<file path="src/qbap_pkg.sv">
package qbap_pkg;
	// ==================== operation encoding
	typedef enum logic [2:0] {
		op_none = 3'b001,
		op_average = 3'b010,
		op_pack = 3'b100
	} op_e;
	// ==================== widths and field positions
	localparam int word_w = 32;
	localparam int byte_w = 8;
	localparam int align_w = 2;
	localparam int reg_idx_w = 3;
	localparam int sum_w = 10;
	localparam int avg_shift = 2;
	localparam logic [9:0] round_bias = 10'h002;
	localparam int lo_mean_pos = 0;
	localparam int hi_mean_pos = 8;
	localparam int upper_mean_pos = 16;
	localparam int pack_b0_pos = 0;
	localparam int pack_b1_pos = 16;
	// ==================== valid source pairs
	localparam logic [2:0] pair_a_low = 3'h0;
	localparam logic [2:0] pair_b_low = 3'h2;
	// ==================== reset values
	localparam logic [31:0] result_rst = 32'h0000_0000;
	localparam logic [2:0] dest_rst = 3'h0;
	localparam int instr_len_bits = 32;
endpackage

</file>
<file path="src/quad_byte_average_pack_unit.sv">
`timescale 1ns/1ps
// Notes on behaviour
// RL1: both operations are 32-bit encodings
// RL2: low variants fill bits 23..16, 7..0
// RL3: high variants fill bits 31..24, 15..8
// RL4: mean is four-byte sum shifted right two
// RL5: round up on remainder of two or more, truncate discards
// RL6: global rounding bit ignored
// RL7: average sources only pairs R1:0 and R3:2
// RL8: one index aligns both sources
// RL9: index low bits pick four bytes
// RL10: reverse option swaps pair registers
// RL11: no misalignment exception for parallel loads issued with these ops
// RL12: pack takes bytes 0,2 of each source
// RL13: may issue with permitted 16-bit instructions
// RL14: rounding adds two before shift
// RL15: no status flags modified
module quad_byte_average_pack_unit (
	input wire logic ref_clk,
	input wire logic sys_rst,
	input wire logic issue,
	input wire qbap_pkg::op_e op,
	input wire logic instr_is_32bit,
	input wire logic round_sel,
	input wire logic high_byte_sel,
	input wire logic reverse_sel,
	input wire logic global_rounding_mode_bit,
	input wire logic [31:0] first_alignment_index,
	input wire logic [2:0] src0_pair_low,
	input wire logic [2:0] src1_pair_low,
	input wire logic [31:0] src0_lo,
	input wire logic [31:0] src0_hi,
	input wire logic [31:0] src1_lo,
	input wire logic [31:0] src1_hi,
	input wire logic [2:0] dest_idx,
	input wire logic parallel_load,
	input wire logic [1:0] parallel_load_addr_lsb,
	input wire logic parallel_slot_16bit_ok,
	output logic [31:0] result_reg,
	output logic [2:0] dest_reg_idx_reg,
	output logic result_valid_reg,
	output logic illegal_op_reg,
	output logic misalign_exc_reg,
	output logic flags_write_reg
);
	import qbap_pkg::*;
	// ==================== operand alignment
	logic [63:0] pair0;
	logic [63:0] pair1;
	logic [1:0] align;
	logic [31:0] y;
	logic [31:0] z;
	logic [7:0] mean_upper;
	logic [7:0] mean_lower;
	logic [31:0] avg_word;
	logic [31:0] pack_word;
	logic legal;
	logic [31:0] result_next;
	always_comb begin
		// reverse swaps which register feeds the low bytes
		pair0 = reverse_sel ? {src0_lo, src0_hi} : {src0_hi, src0_lo}; // RL10
		pair1 = reverse_sel ? {src1_lo, src1_hi} : {src1_hi, src1_lo}; // RL10
		align = first_alignment_index[1:0]; // RL8
		y = 32'h0000_0000;
		z = 32'h0000_0000;
		case (align) // RL9
			2'h0: begin
				y = pair0[31:0];
				z = pair1[31:0];
			end
			2'h1: begin
				y = pair0[39:8];
				z = pair1[39:8];
			end
			2'h2: begin
				y = pair0[47:16];
				z = pair1[47:16];
			end
			2'h3: begin
				y = pair0[55:24];
				z = pair1[55:24];
			end
			default: begin
				y = pair0[31:0];
				z = pair1[31:0];
			end
		endcase
	end
	// ==================== means
	// global_rounding_mode_bit deliberately not used
	byte_mean4 u_mean_upper ( // RL6
		.a0(y[31:24]),
		.a1(y[23:16]),
		.b0(z[31:24]),
		.b1(z[23:16]),
		.round_up(round_sel),
		.mean(mean_upper)
	);
	byte_mean4 u_mean_lower (
		.a0(y[15:8]),
		.a1(y[7:0]),
		.b0(z[15:8]),
		.b1(z[7:0]),
		.round_up(round_sel),
		.mean(mean_lower)
	);
	// ==================== result assembly
	always_comb begin
		avg_word = 32'h0000_0000;
		if (high_byte_sel) begin
			avg_word[31:24] = mean_upper; // RL3
			avg_word[15:8] = mean_lower; // RL3
		end else begin
			avg_word[23:16] = mean_upper; // RL2
			avg_word[7:0] = mean_lower; // RL2
		end
		pack_word = {src1_lo[23:16], src1_lo[7:0],
			src0_lo[23:16], src0_lo[7:0]}; // RL12
		legal = instr_is_32bit; // RL1
		if (op == op_average) begin
			legal = instr_is_32bit
				&& (src0_pair_low == pair_a_low || src0_pair_low == pair_b_low)
				&& (src1_pair_low == pair_a_low || src1_pair_low == pair_b_low); // RL7
		end
		result_next = (op == op_pack) ? pack_word : avg_word;
	end
	// ==================== result write
	always_ff @(posedge ref_clk) begin
		if (sys_rst) begin
			result_reg <= result_rst;
			dest_reg_idx_reg <= dest_rst;
			result_valid_reg <= 1'b0;
		end else begin
			result_valid_reg <= issue && op != op_none && legal;
			if (issue && op != op_none && legal) begin
				result_reg <= result_next;
				dest_reg_idx_reg <= dest_idx;
			end
		end
	end
	// ==================== illegal encodings
	always_ff @(posedge ref_clk) begin
		if (sys_rst) begin
			illegal_op_reg <= 1'b0;
		end else begin
			// a bad pair, short encoding or bad 16-bit partner
			illegal_op_reg <= issue && op != op_none
				&& (!legal || (parallel_load && !parallel_slot_16bit_ok)); // RL13
		end
	end
	// ==================== parallel load exceptions
	always_ff @(posedge ref_clk) begin
		if (sys_rst) begin
			misalign_exc_reg <= 1'b0;
		end else begin
			// misaligned loads beside these ops are tolerated
			misalign_exc_reg <= parallel_load
				&& parallel_load_addr_lsb != 2'h0
				&& !(issue && op != op_none); // RL11
		end
	end
	// ==================== status flags
	always_ff @(posedge ref_clk) begin
		if (sys_rst) begin
			flags_write_reg <= 1'b0;
		end else begin
			flags_write_reg <= 1'b0; // RL15
		end
	end
endmodule // quad_byte_average_pack_unit

</file>
<file path="src/byte_mean4.sv">
`timescale 1ns/1ps
module byte_mean4 (
	input wire logic [7:0] a0,
	input wire logic [7:0] a1,
	input wire logic [7:0] b0,
	input wire logic [7:0] b1,
	input wire logic round_up,
	output logic [7:0] mean
);
	import qbap_pkg::*;
	logic [9:0] sum;
	logic [9:0] biased;
	always_comb begin
		sum = {2'b00, a0} + {2'b00, a1} + {2'b00, b0} + {2'b00, b1}; // RL4
		biased = round_up ? sum + round_bias : sum; // RL5 RL14
		mean = biased[9:2]; // RL4
	end
endmodule // byte_mean4

</file>
<file path="config.mk">
export PLATFORM = sky130hd
export DESIGN_NAME = quad_byte_average_pack_unit
export DESIGN_NICKNAME = d
export VERILOG_FILES = /design/src/qbap_pkg.sv /design/src/quad_byte_average_pack_unit.sv /design/src/byte_mean4.sv
export SDC_FILE = /design/constraint.sdc
export NUM_CORES = 1
export LEC_CHECK = 0
export ABC_AREA = 1
export BUFFER_PORTS_ARGS = -buffer_cell sky130_fd_sc_hd__buf_2
export CAP_MARGIN = 20
export CORE_MARGIN = 1
export CORE_UTILIZATION = 40
export CTS_BUF_LIST = sky130_fd_sc_hd__clkbuf_16
export CTS_CLUSTER_SIZE = 10
export DETAILED_ROUTE_END_ITERATION = 10
export GPL_ROUTABILITY_DRIVEN = 0
export PLACE_DENSITY = 0.65
export SYNTH_ARGS = -nofsm -noshare
export SYNTH_HDL_FRONTEND = slang
export SYNTH_HIERARCHICAL = 1
export SYNTH_SLANG_ARGS = --single-unit
</file>
<file path="constraint.sdc">
create_clock -name ref_clk -period 5.7 [get_ports ref_clk]
set_input_delay 0.57 -clock ref_clk [delete_from_list [all_inputs] [get_ports ref_clk]]
set_output_delay 0.57 -clock ref_clk [all_outputs]
set_load 0.02 [all_outputs]
</file>
==> flow_summary_export.csv <==
group,metric,value,unit
sta,report.final.slew_viol_count,0,
cts,post-cts-setup-buffers,0,
cts,cts_buffers,5,
cts,clk_latency,0.28,ns
floorplan,core-area,16700,um2
cts,max-clock-path-buffers,2,
worst_hold_path,min-delay-start,"sys_rst",
sta,fmax,217,MHz
cts,cts_sinks,38,
sta,setup_violations,0,
floorplan,ios,223,
grt,grt_antenna_before_repair,0,
cts,clkTransAtPathRegs,0.06,ns
route,ant_nets,0,
status,status,"complete, no violations",
synthesis,yosysWarnings,6,
floorplan,start_util,41.3,%
synthesis,synth_cells,1227,
finish,final-seq-area,761,um2
finish,fill_cells,1863,
route,routed_via_density,4.97,
grt,grt_use_total,24.8,%
cts,ctsResizeCount,0,
route,drtPass1Iterations,5,
setup_path,path_class,"in -> reg",
sta,worstMarginPinSlew,0.787,ns
sta,hold_viol,0,
floorplan,rows,47,
floorplan,die_h,133,um
run,maxCapViolCount,0,
synthesis,ys_ff_latch,38,
grt,grt_pass1_wl,35.1,mm
synthesis,syn_area,6900,um2
synthesis,ys_types,34,
pwr,p_leak,4.42,nW
synthesis,ys_seq_area_share,11.0,%
setup_path,cp.arrival,4.78,ns
pwr,switching_share,52.9,%
synthesis,synth_top_area_share,22.1,%
place,place_ws,0.807,ns
route,initialDrtViolationCount,547,
pwr,seqPwrFrac,11.6,%
synthesis,synth_area_leaders,"nand2_1 (22%), inv_1 (12%), dfxtp_1 (11%)",
synthesis,synth.avg_cell_area,5.63,um2
sta,fin_crit_sh,80.7,%
floorplan,die_area,17800,um2
setup_path,path_max_fanout,40,
grt,overflow,0,
cts,clock-root-buffer,"clkbuf_16",
finish,drive_gt1_share,18.5,%
pwr,internal_power,0.00122,W
route,routed_wl,22.0,mm
sta,fin_tns_setup,0,ns
pwr,p_per_area,324,nW/um2
setup_path,startpoint_type,"input port",
pwr,p_comb_share,78.2,%
grt,grt_max_degree,72,
pwr,switchingPower,0.00137,W
worst_hold_path,hp-class,"in -> reg",
route,avgRoutedWirePerCell,13.8,um
floorplan,die_w,133,um
place,dp_hpwl,17.3,mm
grt,grt_pass1_vias,7215,
setup_path,cp.required,5.88,ns
setup_path,cp-end-kind,"flip-flop",
sta,fin_skew,0,ns
synthesis,yosys.area.top_type,"nand2_1",
route,drc,0,
sta,maxSlewHeadroom,47.5,%
setup_path,startpoint,"reverse_sel",
setup_path,timing.rr.start,"result_reg[22]",
pwr,p_clk_share,10.2,%
sta,layout_setup_ws,1.10,ns
sta,rsz0062_at_grt,"false",
finish,nets,1604,
place,portBuffers,188,
cts,cts_tree,"built",
pwr,peakVddDrop,0.000149,V
finish,area_growth,16.1,%
finish,multiInputGateArea,4870,um2
sta,period_minus_slack,4.60,ns
cts,cts_max_level,2,
synthesis,synth_nets,1461,
route,vias,7918,
cts,cts-hold-fix-buffers,0,
finish,largest_register_ffs,32,
-- power groups by stage --
stage	Clock [W]	Sequential, W	Combinational [W]
after floorplan	0	0.000337	0.00159
after global placement	0	0.000306	0.00200
after detailed placement	0	0.000307	0.00202
after CTS	0.000273	0.000302	0.00203
after global routing	0.000284	0.000304	0.00234
final	0.000265	0.000302	0.00203
-- cells in the final DEF (no fill, tap or decap), drive strengths merged --
cell type,instances
inv,229
nand3,58
o2111ai,51
ha,18
xnor2,8
clkinv,6
fa,32
nand4,13
clkbuf,5
diode,1
dfxtp,38
nor2,94
nand3b,6
nor3,3
a21oi,38
xor2,2
mux2,2
o211ai,1
o21ai,139
conb,1
buf,204
or2,2
nand2,421
-- path summary, 6_finish.rpt --
| kind | to | slack, ns | depth (start not counted) |
|---|---|---|---|
| worst max-delay path | result_reg[23] | 1.10 | 26 |
| worst min-delay path | result_valid_reg | 0.48 | 2 |
| worst max register to register | result_reg[22] | 5.01 | 4 |
| worst min register to register | result_reg[13] | 0.51 | 4 |
-- critical path, cell delays in order --
cell and delay, ns:
buf_2 0.13, buf_4 0.33, buf_4 0.40, o21ai_0 0.25, inv_1 0.15, nand2_1 0.06
o2111ai_1 0.11, inv_1 0.09, fa_1 0.48, fa_1 0.56, inv_1 0.06, ha_1 0.36
nand2_1 0.12, inv_1 0.04, a21oi_1 0.17, nand2_1 0.07, nand2_1 0.06, nand2_1 0.08
nor2_1 0.13, nand2_1 0.06, nand2_1 0.05, nand2_1 0.07, nand3_1 0.08, o21ai_0 0.10
nor2_1 0.12, nor2_1 0.07
-- cell type report --
cell class	count	area share (%)
Antenna cell	1	0.0312
Clock buffer	5	1.56
Clock inverter	3	0.156
Inverter	232	10.9
Multi-Input combinational cell	889	60.8
Sequential cell	38	9.49
Tap cell	220	3.43
Timing Repair Buffer	204	13.6
-- routing by layer --
layer  track usage (%)  wire length, um  vias to the layer above
li1                  -                -                     4131
met1              30.9             9360                     3502
met2              43.0            10400                      246
met3              3.54             1440                       39
met4              9.47              785                        0
met5                 0                0                        -
-- synth_stat cells (all sizes together) --
master   number
o21ai       139
inv         228
xor2          2
nand3b        6
xnor2         8
o211ai        1
clkbuf       13
a21oi        38
or2           2
nand2       421
nand4        13
dfxtp        38
clkinv        4
conb          1
nor3          3
nor2         94
ha           18
o2111ai      51
mux2          2
nand3        58
fa           32
buf          55
-- stage by stage --
step | cell area, um2 | util [%] | cells | hold WS, ns | total power (W)
final | 8010 | 48.0 | 1592 | 0.478 | 0.00260
after global routing | 8010 | 48.0 | 1591 | 0.479 | 0.00293
after CTS | 7960 | 47.7 | 1589 | 0.474 | 0.00261
after detailed placement | 7830 | 46.9 | 1581 | 0.499 | 0.00233
after global placement | 7830 | 46.9 | 1581 | 0.498 | 0.00231
after floorplan | 6900 | - | 1227 | 0.585 | 0.00192
-- cell families (layout without fill, tap and decap cells) --
logic type               after synthesis  count (layout)  synth area share, %
XOR/XNOR                              10              10                 1.27
AO/OA/AOI/OAI                        229             229                 19.4
multiplexers                           2               2                0.326
flip-flops                            38              38                 11.0
AND/OR/NAND/NOR                      597             597                 37.0
other                                  1               2               0.0543
buffers and inverters                300             444                 18.4
adder cells (fa/ha/maj)               50              50                 12.5
Note: power is estimated with default switching activity, not from simulation.
